`src/rsrb_regs.svh`:
```
// Purpose: Offsets, field positions and constants of the radio status register bank
// Assumes: Included by the package; the bank module uses its macros
// Notes:   Offsets are the 6-bit register addresses of the configuration port
`ifndef RSRB_REGS_SVH
`define RSRB_REGS_SVH

`define RSRB_ADDR_W          6
`define RSRB_OFF_PKT_STATUS  6'h38
`define RSRB_OFF_VCO_DAC     6'h39
`define RSRB_OFF_TX_COUNT    6'h3a
`define RSRB_OFF_RX_COUNT    6'h3b
`define RSRB_OFF_RC_HIGH     6'h3c
`define RSRB_OFF_RC_LOW      6'h3d
`define RSRB_OFF_IRQ_STATUS  6'h3e
`define RSRB_OFF_IRQ_MASK    6'h3f

`define RSRB_BIT_CRC_MATCH   7
`define RSRB_BIT_CARRIER     6
`define RSRB_BIT_PQ_REACHED  5
`define RSRB_BIT_CHAN_CLEAR  4
`define RSRB_BIT_FRAME_START 3
`define RSRB_BIT_PIN_TWO     2
`define RSRB_BIT_PIN_ZERO    0
`define RSRB_BIT_BUF_FLAG    7

`define RSRB_STATE_RX        5'h0d
`define RSRB_SEL_LOCK        6'h0a
`define RSRB_RST_BYTE        8'h00
`define RSRB_RST_MASK        4'h0

`define RSRB_IRQ_CRC         0
`define RSRB_IRQ_FRAME       1
`define RSRB_IRQ_TX_UNDER    2
`define RSRB_IRQ_RX_OVER     3

`endif

```
`src/rsrb_pkg.sv`:
```
// Purpose: Types of the radio status register bank
// Assumes: rsrb_regs.svh gives the constants
// Notes:   Radio events arrive grouped in one struct
package rsrb_pkg;

   `include "rsrb_regs.svh"

   // Radio control state codes used by the bank
   typedef enum logic [4:0] {
      RSRB_ST_SLEEP    = 5'h00,
      RSRB_ST_IDLE     = 5'h01,
      RSRB_ST_RX       = 5'h0d,
      RSRB_ST_RX_END   = 5'h0e,
      RSRB_ST_RX_RST   = 5'h0f,
      RSRB_ST_RX_OVER  = 5'h11,
      RSRB_ST_TX       = 5'h13,
      RSRB_ST_TX_END   = 5'h14,
      RSRB_ST_TX_UNDER = 5'h16
   } rsrb_state_type;

   typedef struct packed {
      logic crcDone;      // CRC check finished this cycle
      logic crcPass;      // Result of that check
      logic carrierSense; // Carrier sense level
      logic chanClear;    // Channel clear level
      logic syncFound;    // Sync word detected pulse
      logic packetEnd;    // Packet ended pulse
      logic addrReject;   // Address filter discard pulse
      logic lenReject;    // Length filter discard pulse
      logic [7:0] pqValue;   // Measured preamble quality
      logic [7:0] pqThresh;  // Programmed threshold
      logic pqMeasured;   // Quality measurement valid
   } rsrb_radio_type;

   typedef struct packed {
      logic       crcMatch;
      logic       carrier;
      logic       pqReached;
      logic       chanClear;
      logic       frameStart;
      logic       pinTwo;
      logic       pinZero;
      logic [4:0] prevState;
      logic [7:0] rdData;
      logic [3:0] irqStatus;
      logic [3:0] irqMask;
   } rsrb_state_struct_type;

endpackage : rsrb_pkg

```
`src/rsrb_bank.sv`:
```
// Purpose: Status register bank of a sub-GHz packet radio; read-only except irq status and irq mask
// Assumes: Radio inputs share clk_sys; pin levels are asynchronous and synchronised here
// Notes:   Read data stand one cycle after the read strobe
// Notes on behaviour
// CRC-match bit 7 set on passing check, cleared entering or restarting receive
// Carrier indication in bit 6, cleared on entering idle
// Preamble-quality bit held after leaving receive until receive state re-entered
// Preamble-quality bit cleared when measured quality below threshold
// Frame-start bit 3 rises on sync detection, falls at packet end
// Frame-start also falls on address reject, length reject, receive overflow
// Frame-start reads zero while transmitting
// Bit 2 shows pin two level before output inversion
// Bit 0 shows pin zero level before output inversion
// Host avoids lock polling through pin bits when select is lock indicator
// Transmit count in bits 6:0, underflow flag in bit 7
// Receive count in bits 6:0, overflow flag in bit 7
// RC calibration results in bits 6:0, bit 7 reads zero
// VCO calibration DAC setting exposed in bits 7:0
// All registers read-only, writes ignored, reads have no side effect; the code takes writes to irq status (write one clears) and irq mask
//
// Design decision made here: strobed register access.
`timescale 1ns/1ns
module rsrb_bank
   import rsrb_pkg::*;
#(
   parameter int CountW = 7
) (
   input  wire logic                      clk_sys,     // System clock 20 MHz
   input  wire logic                      rst_n,       // Synchronous reset, low
   input  wire logic                      clkEn,       // Freezes state while low
   input  wire logic [`RSRB_ADDR_W-1:0]   regAddr,     // Register address
   input  wire logic [7:0]                regWrData,   // Write data
   input  wire logic                      regWr,       // Write strobe
   input  wire logic                      regRd,       // Read strobe
   output logic      [7:0]                regRdData,   // Read data, cycle after strobe
   output logic                           irq,         // Level interrupt
   input  wire logic [4:0]                radioState,  // Radio control state code
   input  wire rsrb_radio_type            radio,       // Radio events and levels
   input  wire logic                      pinTwoRaw,   // Pin two level before inversion
   input  wire logic                      pinZeroRaw,  // Pin zero level before inversion
   input  wire logic [7:0]                vcoDac,      // VCO calibration DAC setting
   input  wire logic [CountW-1:0]         txCount,     // Transmit buffer bytes
   input  wire logic                      txUnder,     // Transmit underflow flag
   input  wire logic [CountW-1:0]         rxCount,     // Receive buffer bytes
   input  wire logic                      rxOver,      // Receive overflow flag
   input  wire logic [6:0]                rcHigh,      // RC calibration result high
   input  wire logic [6:0]                rcLow        // RC calibration result low
);

   ////////////////////////////////////////////////////////////////////////////
   rsrb_state_struct_type stateFf;
   rsrb_state_struct_type nxtState;
   logic [1:0] pinTwoSyncFf;
   logic [1:0] pinZeroSyncFf;

   // Two-stage synchronisers; logic reads only the second stage
   always_ff @(posedge clk_sys) begin
      if (!rst_n) begin
         pinTwoSyncFf  <= 2'h0;
         pinZeroSyncFf <= 2'h0;
      end else if (clkEn) begin
         pinTwoSyncFf  <= {pinTwoSyncFf[0], pinTwoRaw};
         pinZeroSyncFf <= {pinZeroSyncFf[0], pinZeroRaw};
      end
   end

   ////////////////////////////////////////////////////////////////////////////
   logic enterRx;
   logic inTx;
   logic inRx;
   logic [3:0] events;
   logic [7:0] pktByte;

   assign enterRx = (radioState == `RSRB_STATE_RX || radioState == RSRB_ST_RX_RST)
                    && stateFf.prevState != radioState;
   assign inTx = radioState == RSRB_ST_TX || radioState == RSRB_ST_TX_END
                 || radioState == RSRB_ST_TX_UNDER;
   assign inRx = radioState == `RSRB_STATE_RX || radioState == RSRB_ST_RX_END;

   always_comb begin
      pktByte = 8'h00;
      pktByte[`RSRB_BIT_CRC_MATCH]   = stateFf.crcMatch;
      pktByte[`RSRB_BIT_CARRIER]     = stateFf.carrier;
      pktByte[`RSRB_BIT_PQ_REACHED]  = stateFf.pqReached;
      pktByte[`RSRB_BIT_CHAN_CLEAR]  = stateFf.chanClear;
      pktByte[`RSRB_BIT_FRAME_START] = stateFf.frameStart & ~inTx;
      pktByte[`RSRB_BIT_PIN_TWO]     = stateFf.pinTwo;
      pktByte[`RSRB_BIT_PIN_ZERO]    = stateFf.pinZero;
   end

   always_comb begin
      events = 4'h0;
      events[`RSRB_IRQ_CRC]      = radio.crcDone & radio.crcPass;
      events[`RSRB_IRQ_FRAME]    = radio.syncFound & inRx;
      events[`RSRB_IRQ_TX_UNDER] = txUnder;
      events[`RSRB_IRQ_RX_OVER]  = rxOver;
   end

   always_comb begin
      nxtState = stateFf;
      nxtState.prevState = radioState;
      // CRC match: clear on receive entry, else latest check
      if (enterRx) begin
         nxtState.crcMatch = 1'b0;
      end else if (radio.crcDone) begin
         nxtState.crcMatch = radio.crcPass;
      end
      // Carrier sense follows radio, forced low in idle
      nxtState.carrier = (radioState == RSRB_ST_IDLE) ? 1'b0 : radio.carrierSense;
      nxtState.chanClear = radio.chanClear;
      // Preamble quality: set only in receive, cleared by a below-threshold measurement or on receive entry
      if (radio.pqMeasured && radio.pqValue < radio.pqThresh) begin
         nxtState.pqReached = 1'b0;
      end else if (enterRx && radioState == `RSRB_STATE_RX) begin
         nxtState.pqReached = 1'b0;
      end else if (inRx && radio.pqMeasured) begin
         nxtState.pqReached = 1'b1;
      end
      // Frame start delimiter
      if (radio.packetEnd || radio.addrReject || radio.lenReject
          || radioState == RSRB_ST_RX_OVER || !inRx) begin
         nxtState.frameStart = 1'b0;
      end else if (radio.syncFound) begin
         nxtState.frameStart = 1'b1;
      end
      nxtState.pinTwo  = pinTwoSyncFf[1];
      nxtState.pinZero = pinZeroSyncFf[1];
      // Read mux; reads change no flag
      nxtState.rdData = 8'h00;
      if (regRd) begin
         case (regAddr)
            `RSRB_OFF_PKT_STATUS: nxtState.rdData = pktByte;
            `RSRB_OFF_VCO_DAC:    nxtState.rdData = vcoDac;
            `RSRB_OFF_TX_COUNT:   nxtState.rdData = {txUnder, txCount};
            `RSRB_OFF_RX_COUNT:   nxtState.rdData = {rxOver, rxCount};
            `RSRB_OFF_RC_HIGH:    nxtState.rdData = {1'b0, rcHigh};
            `RSRB_OFF_RC_LOW:     nxtState.rdData = {1'b0, rcLow};
            `RSRB_OFF_IRQ_STATUS: nxtState.rdData = {4'h0, stateFf.irqStatus};
            `RSRB_OFF_IRQ_MASK:   nxtState.rdData = {4'h0, stateFf.irqMask};
            default:              nxtState.rdData = 8'h00;
         endcase
      end
      // Interrupt registers: status write one clears, set wins; mask takes plain writes
      if (regWr && regAddr == `RSRB_OFF_IRQ_STATUS) begin
         nxtState.irqStatus = stateFf.irqStatus & ~regWrData[3:0];
      end
      if (regWr && regAddr == `RSRB_OFF_IRQ_MASK) begin
         nxtState.irqMask = regWrData[3:0];
      end
      nxtState.irqStatus = nxtState.irqStatus | events;
   end

   always_ff @(posedge clk_sys) begin
      if (!rst_n) begin
         stateFf <= '0;
      end else if (clkEn) begin
         stateFf <= nxtState;
      end
   end

   assign regRdData = stateFf.rdData;
   assign irq       = |(stateFf.irqStatus & stateFf.irqMask);
endmodule : rsrb_bank

```
`config.mk`:
```
export PLATFORM = sky130hd
export DESIGN_NAME = rsrb_bank
export DESIGN_NICKNAME = d
export VERILOG_FILES = /design/src/rsrb_pkg.sv /design/src/rsrb_bank.sv
export VERILOG_INCLUDE_DIRS = /design/src
export SDC_FILE = /design/constraint.sdc
export NUM_CORES = 1
export LEC_CHECK = 0
export BUFFER_PORTS_ARGS = -buffer_cell sky130_fd_sc_hd__buf_2
export CAP_MARGIN = 20
export CELL_PAD_IN_SITES_DETAIL_PLACEMENT = 1
export CELL_PAD_IN_SITES_GLOBAL_PLACEMENT = 2
export CORE_ASPECT_RATIO = 1.4
export CORE_MARGIN = 2
export CORE_UTILIZATION = 28
export DETAILED_ROUTE_END_ITERATION = 10
export PLACE_DENSITY = 0.91
export SYNTH_ARGS = -nofsm -noshare
export SYNTH_HDL_FRONTEND = slang
export SYNTH_SLANG_ARGS = --single-unit
export TNS_END_PERCENT = 5
```
`constraint.sdc`:
```
create_clock -name clk_sys -period 2.63 [get_ports clk_sys]
set_input_delay 0.3945 -clock clk_sys [delete_from_list [all_inputs] [get_ports clk_sys]]
set_output_delay 0.3945 -clock clk_sys [all_outputs]
set_load 0.01 [all_outputs]
```
==> results of run 1 <==
## final cells by class
class	count	area (um^2)
clock buffers	7	96.3
clock inverters	1	30.0
flip-flops and latches	32	641
well taps	97	121
multi-input cells	171	1240
repair buffers	95	480
inverters	11	41.3
fillers	921	4620
## power by group through the flow
stage                     clock (W)  sequential [W]  combinational, W
after floorplan                   0        0.000516          0.000121
after global placement            0        0.000519          0.000206
after detailed placement          0        0.000520          0.000213
after CTS                  0.000538        0.000509          0.000214
after global routing       0.000560        0.000511          0.000235
final                      0.000518        0.000509          0.000211
## synthesized netlist by cell type (all sizes together), types with 2 or more instances
cell    instances  area, um^2
a21o            3        22.5
a21oi          13        65.1
a22oi           3        22.5
a311oi          3        26.3
a31o            2        17.5
a31oi           4        25.0
a32oi           6        52.6
and3            5        31.3
buf            19         143
clkbuf          3        12.5
dfxtp          32         641
ha              7        87.6
inv            10        37.5
mux2           10         113
mux2i          18         180
mux4            3        67.6
nand2          22        82.6
nand3           5        25.0
nand3b          2        15.0
nor2           24        97.6
nor2b           4        25.0
nor3            4        20.0
nor3b           2        26.3
nor4            3        25.0
o21ai          11        55.1
## layer usage
| metal | vias to the layer above | GRT usage, % | share of wire [%] |
|---|---|---|---|
| met5 | - | 0 | 0 |
| li1 | 1015 | - | - |
| met2 | 80 | 29.8 | 52 |
| met1 | 1002 | 17.7 | 40 |
| met4 | 0 | 4.94 | 1.5 |
| met3 | 7 | 3.82 | 6.3 |
## per-stage QoR
stage               instances  hold WS, ps
detailed placement        406          459
finish                    414          318
global route              414          317
floorplan                 236          441
CTS                       414          307
global placement          406          452
## cell usage in the layout, fill, tap and decap left out, drive strengths merged, types with 2 or more instances in the layout
cell type	instances
buf	95
dfxtp	32
nor2	24
nand2	22
mux2i	18
a21oi	13
o21ai	11
inv	10
mux2	10
ha	7
clkbuf	7
a32oi	6
and3	5
nand3	5
nor3	4
nor2b	4
a31oi	4
a22oi	3
a311oi	3
mux4	3
a21o	3
nor4	3
nand3b	2
nor3b	2
a31o	2
## sequential cells by signal (all words and copies together), names as in the netlist
| register | cells |
|---|---|
| stateFf | 14 |
| regRdData | 8 |
| pktByte | 6 |
| pinTwoSyncFf | 2 |
| pinZeroSyncFf | 2 |
## how the worst max path moves through the flow
stage / endpoint / slack, ps / cells after the start
after floorplan: stateFf[5] / 1220 / 6
after global placement: regRdData[7] / 710 / 6
after detailed placement: regRdData[7] / 670 / 6
after CTS: regRdData[7] / 980 / 6
after global routing: regRdData[7] / 860 / 6
final: regRdData[7] / 990 / 6
## cell families (layout without fill, tap and decap cells)
family / Yosys count / in the layout / share of synthesized area [%]
xor+xnor: 2 / 2 / 0.844
mux: 31 / 31 / 17.3
fa+ha+maj: 7 / 7 / 4.22
buf+inv: 33 / 114 / 9.46
compound gates: 55 / 55 / 18.0
simple gates: 76 / 76 / 19.3
flops: 32 / 32 / 30.8
==> impl_metrics.ini, run 1 <==
[timing]
timing.fmax_mhz = 609
period_share_pct = 62.5
min_period_ps = 1640
slew_viol_final = 0
setup_violations = 0
relSlewSlack_pct = 61.6
fin_ws_ps = 987
finalHoldViolations = 0
skew_ps = 9.17
tightest_slew_ps = 571
rsz0062_at_grt = no
fin_setup_tns_ps = 0

[hold_path]
hold_path_class = input pin to flop
min-delay-start = regWrData[3]
hold-path-endpoint = stateFf[7]
min_path_cells = 2

[pwr]
p_sw_w = 0.000300
p_comb_share_pct = 17.0
p_per_area_mw_per_mm2 = 467
internal_power_w = 0.000938
total_power_w = 0.00124
pwr-share-clk_pct = 41.8
p_leak_nw = 1.19
vdd_drop_max_mv = 0.217
switching_share_pct = 24.2
p_seq_share_pct = 41.1

[worst_setup_path]
cp_cell_sequence = buf_2 > mux2_2 > a222oi_1 > nor3_1 > a21oi_1 > nor2_1
critical-path-top-delay-family = compound AO/OA/AOI/OAI gates
r2r_setup_slack_ps = 1300
crit_buf_inv = 1
crit_required_ps = 2800
cp_max_fo = 22
rr_worst_depth = 3
critical_path.startpoint_type = input pin
r2r_end = regRdData[0]
cp-startpoint = regAddr[0]
regToRegStartpoint = stateFf[0]
end_kind = flop
slowest_stage = mux2_2
crit_type = input pin to flop
slowest_delay_ps = 410
critPathArrivalTime_ps = 1820

[layout]
syn_to_final_growth_pct = 27.6
diodes = 0
fin_nets = 412
fin_util_pct = 36.5
design_area_mm2 = 0.00265
drive_gt1_share_pct = 38.2

[cts]
cts.sinks = 32
cts_tree = built
clkLatencyLatePin_ps = 280
holdBufCountCts = 0
cts-resized-gates = 0
clock_path_buffers = 2
cts_max_level = 2
cts_buffers = 5
root_buffer = clkbuf_8
post_cts_buffers = 0
clk_pin_slew_ps = 70

[routing]
routed_wl_um = 6490
via_per_inst = 5.08
drt_pass1_iterations = 4
vias = 2104
drt-initial-drc-count = 84
ant_nets = 0
wl_per_cell_um = 15.7
drc_errors = 0

[synthesis]
ys_ff_latch = 32
synth_ff_type = dfxtp_1
yosysSeqAreaShare_pct = 30.8
ys_types = 52
syn_nets = 332
async_flop_share_pct = 0
yosysWarnings = 0
syn-cell-area_mm2 = 0.00208
netlist_instances = 236
synth_edf_count = 0
syn_area_per_cell_um2 = 8.80

[grt]
grt_max_degree = 25
gr-total-overflow = 0
grt_pass1_vias = 2164
grt_use_total_pct = 16.0
antenna_found_initial = 0
grt_first_pass_wirelength_um = 10400

[floorplan]
io_pins = 98
die_h_um = 106
rows = 37
dieArea_mm2 = 0.00813
start_util_pct = 28.6
core_mm2 = 0.00727
die_w_um = 76.8

[placement]
dp_hpwl_um = 5220
dpl_cell_area_mm2 = 0.00252
numPortBuffers = 93
preCtsSetupSlack_ps = 674
gp_congestion = 0.808

[job]
cap_viol_max_count = 0

[run_status]
status = finished, final reports clean
No activity file was read; power rests on OpenSTA's default activity.
==> run 2: changes to the inputs <==
--- a/config.mk
+++ b/config.mk
@@ -12,9 +12,9 @@
 export CELL_PAD_IN_SITES_GLOBAL_PLACEMENT = 2
 export CORE_ASPECT_RATIO = 1.4
 export CORE_MARGIN = 2
-export CORE_UTILIZATION = 28
+export CORE_UTILIZATION = 23
 export DETAILED_ROUTE_END_ITERATION = 10
-export PLACE_DENSITY = 0.91
+export PLACE_DENSITY = 0.81
 export SYNTH_ARGS = -nofsm -noshare
 export SYNTH_HDL_FRONTEND = slang
 export SYNTH_SLANG_ARGS = --single-unit
==> constraint.sdc (replaced) <==
create_clock -name clk_sys -period 1.3 [get_ports clk_sys]
set_input_delay 0.195 -clock clk_sys [delete_from_list [all_inputs] [get_ports clk_sys]]
set_output_delay 0.195 -clock clk_sys [all_outputs]
set_load 0.01 [all_outputs]
==> run 2 against run 1 <==
Wire length increased by 11%. Clock power up 140%. Combinational power up 140%. Critical path depth down 2. First-iteration DRC count grew 6.0%. Largest cell class unchanged.
==> impl_metrics.ini, run 2 (synthesized netlist as in run 1, its figures left out) <==
[run_status]
status = finished, final reports clean

[floorplan]
rows = 41
start_util_pct = 23.4
dieArea_mm2 = 0.00982
core_mm2 = 0.00887
die_w_um = 84.3
die_h_um = 116
io_pins = 98

[pwr]
p_per_area_mw_per_mm2 = 930
vdd_drop_max_mv = 0.494
p_leak_nw = 1.38
total_power_w = 0.00275

[worst_setup_path]
crit_type = flop to primary output
cp_max_fo = 2
end_kind = primary output
cp-startpoint = stateFf[6]
crit_required_ps = 1110
regToRegStartpoint = stateFf[4]
critPathArrivalTime_ps = 1080
critical_path.startpoint_type = flop

[routing]
ant_nets = 0
drt-initial-drc-count = 89
vias = 2194
drt_pass1_iterations = 4
wl_per_cell_um = 15.8
routed_wl_um = 7190
drc_errors = 0
via_per_inst = 4.81

[grt]
antenna_found_initial = 0
grt_use_total_pct = 15.1
grt_pass1_vias = 2332
grt_max_degree = 19
gr-total-overflow = 0
grt_first_pass_wirelength_um = 11600

[cts]
post_cts_buffers = 0
holdBufCountCts = 0
cts_tree = built
clk_pin_slew_ps = 50
cts_max_level = 2
cts_buffers = 5
clock_path_buffers = 2
cts-resized-gates = 0
root_buffer = clkbuf_16
clkLatencyLatePin_ps = 280
cts.sinks = 32

[layout]
diodes = 0
mostFrequentLayoutCell = buf_2
top_register = stateFf
fillers = 1107
largest_reg_flops = 14
design_area_mm2 = 0.00296
fin_nets = 445
drive_gt1_share_pct = 44.7
syn_to_final_growth_pct = 42.7
final_cell_mix = 93 x buf_2, 34 x buf_4, 31 x dfxtp_1

[timing]
timing.fmax_mhz = 783
rsz0062_at_grt = yes
tightest_slew_ps = 328
slew_viol_final = 0
relSlewSlack_pct = 77.9
skew_ps = 3.45
finalHoldViolations = 0
setup_violations = 0
min_period_ps = 1280
period_share_pct = 98.2

[hold_path]
hold_path_class = input pin to flop
min-delay-start = regWrData[3]

[job]
cap_viol_max_count = 0

[placement]
dpl_cell_area_mm2 = 0.00280
numPortBuffers = 93
gp_congestion = 0.806
dp_hpwl_um = 6080
run 2: cell count changes in the layout (fill, tap and decap cells not counted), sizes merged:
cell	before	now
bufinv	1	0
buf	95	128
run 2: final timing paths:
check / end / slack [ps] / depth (start not counted)
setup / recovery: irq / 20 / 4
hold / removal: stateFf[7] / 130 / 2
hold reg to reg: pktByte[6] / 460 / 2
setup reg to reg: regRdData[0] / 30 / 3
run 2: power breakdown:
part | internal, W | leakage [nW] | switching [W]
Clock | 0.000803 | 0.0760 | 0.000415
Sequential | 0.00101 | 0.261 | 0.0000200
Combinational | 0.000270 | 1.04 | 0.000235
run 2: area by class of cell:
type	count	area (um^2)	share of cell area, %
multi-input cells	171	1250	42.3
repair buffers	128	741	25.0
flip-flops and latches	32	642	21.7
clock buffers	7	153	5.15
well taps	107	134	4.52
inverters	11	41.3	1.39
run 2: critical path: stages, from the launching register on:
cell and delay [ps]:
dfxtp_2 320, buf_4 130, a22oi_2 120, nand2_1 90
buf_2 150
run 2: metal layers:
| layer | global-route usage, % | share of wire, % | vias up |
|---|---|---|---|
| met5 | 0 | 0 | - |
| met4 | 4.19 | 1.1 | 0 |
| met3 | 2.90 | 5.7 | 7 |
| met2 | 29.9 | 56 | 76 |
| met1 | 16.2 | 37 | 1030 |
| li1 | - | - | 1081 |
run 2: metrics by stage:
step	setup WS (ps)	setup TNS [ps]	utilization, %	std cells	hold slack (ps)
floorplan	93.2	0	-	236	305
global placement	-168	-1350	31.5	449	416
finish	22.9	0	33.4	456	130
detailed placement	-186	-1430	31.5	449	421
CTS	6.30	0	33.2	456	127
global route	-25.4	-34.7	33.4	456	154
==> run 3: changes to the inputs <==
==> constraint.sdc (replaced) <==
create_clock -name clk_sys -period 1.17 [get_ports clk_sys]
set_input_delay 0.1755 -clock clk_sys [delete_from_list [all_inputs] [get_ports clk_sys]]
set_output_delay 0.1755 -clock clk_sys [all_outputs]
set_load 0.01 [all_outputs]
==> run 3 against run 2 <==
The run now ends with setup timing left. Highest routed layer unchanged. Utilization up 0.59 points. Sequential power up 12%. Register-to-register slack worse by 70 ps. Cell count is 1.1% higher. Worst hold slack worse by 14 ps. Via count up 2.3%.
==> impl_metrics.ini, run 3 (synthesized netlist as in run 1, its figures left out) <==
[routing]
routed_wl_um = 7430
vias = 2244
drt_pass1_iterations = 4
via_per_inst = 4.87
ant_nets = 0
drc_errors = 0
wl_per_cell_um = 16.1
drt-initial-drc-count = 56

[cts]
cts_tree = built
cts.sinks = 32
clock_path_buffers = 2
clkLatencyLatePin_ps = 280
cts_max_level = 2
clk_pin_slew_ps = 50
cts_buffers = 5
root_buffer = clkbuf_16

[floorplan]
start_util_pct = 23.4
die_h_um = 116
dieArea_mm2 = 0.00982
core_mm2 = 0.00887
die_w_um = 84.3
io_pins = 98
rows = 41

[layout]
final_cell_mix = 93 x buf_2, 37 x buf_4, 28 x dfxtp_1
mostFrequentLayoutCell = buf_2
top_register = stateFf
diodes = 0
drive_gt1_share_pct = 47.2
design_area_mm2 = 0.00302
fin_nets = 450
largest_reg_flops = 14
syn_to_final_growth_pct = 45.2

[grt]
grt_first_pass_wirelength_um = 12000
gr-total-overflow = 0
grt_use_total_pct = 15.6
antenna_found_initial = 0
grt_pass1_vias = 2419
grt_max_degree = 16

[pwr]
switching_share_pct = 24.3
p_per_area_mw_per_mm2 = 1020
p_sw_w = 0.000748
internal_power_w = 0.00233
p_seq_share_pct = 37.3
p_leak_nw = 1.40
p_comb_share_pct = 18.7
pwr-share-clk_pct = 44.0
vdd_drop_max_mv = 0.566
total_power_w = 0.00307

[timing]
period_share_pct = 110
min_period_ps = 1290
fin_ws_ps = -118
setup_violations = 5
fin_setup_tns_ps = -190
slew_viol_final = 0
rsz0062_at_grt = yes
timing.fmax_mhz = 776
relSlewSlack_pct = 68.2
skew_ps = 1.90
finalHoldViolations = 0
tightest_slew_ps = 471

[placement]
gp_congestion = 0.906
numPortBuffers = 93
dp_hpwl_um = 6230
preCtsSetupSlack_ps = -273
dpl_cell_area_mm2 = 0.00282

[hold_path]
min-delay-start = regWrData[3]
hold_path_class = input pin to flop

[worst_setup_path]
regToRegStartpoint = stateFf[0]
crit_required_ps = 990
crit_type = flop to primary output
cp_max_fo = 2
critical_path.startpoint_type = flop
end_kind = primary output
critPathArrivalTime_ps = 1110
cp-startpoint = stateFf[0]

[job]
cap_viol_max_count = 0

[run_status]
violations = setup timing
status = finished, violations left
==> run 3: final timing paths <==
path,slack (ps),cells past startpoint,end
max reg2reg,-40,3,regRdData[0]
min,120,2,stateFf[7]
min reg2reg,460,2,regRdData[4]
max,-120,4,irq
==> run 3: area by class of cell <==
cell class	count	area [um^2]
fillers	1090	5860
multi-input cells	171	1260
clock buffers	7	153
inverters	11	41.3
flip-flops and latches	32	646
well taps	107	134
repair buffers	133	786
==> run 3: layer usage <==
metal	vias up	routed length (um)	GRT usage (%)
met5	-	0	0
met4	0	177	6.13
met3	12	426	3.46
met2	77	4010	29.8
met1	1063	2820	16.6
li1	1092	-	-
==> run 3: through the flow <==
step / cells / utilization (%) / hold WS (ps)
final: 461 / 34.0 / 116
after global routing: 461 / 34.0 / 116
after CTS: 460 / 33.8 / 113
after detailed placement: 452 / 31.8 / 408
after global placement: 452 / 31.8 / 398
after floorplan: 236 / - / 285
==> run 3: critical path, stage by stage (launching register included) <==
cell and delay, ps:
dfxtp_2 330, buf_6 110, a22oi_2 170, nand2_1 80, buf_2 140
==> run 3: power by group through the flow <==
stage	Clock, W	Combinational (W)	Sequential, W
floorplan	0	0.000273	0.00116
global placement	0	0.000559	0.00117
detailed placement	0	0.000577	0.00117
CTS	0.00141	0.000582	0.00114
global route	0.00143	0.000642	0.00115
finish	0.00135	0.000575	0.00115
==> run 3: what timing repair did <==
item	CTS	global route
endpoints found under the setup margin	5	11
hold buffers	0	0
resized for setup	8	4
buffers inserted	1	1
pin swaps	7	3
cloned	0	0
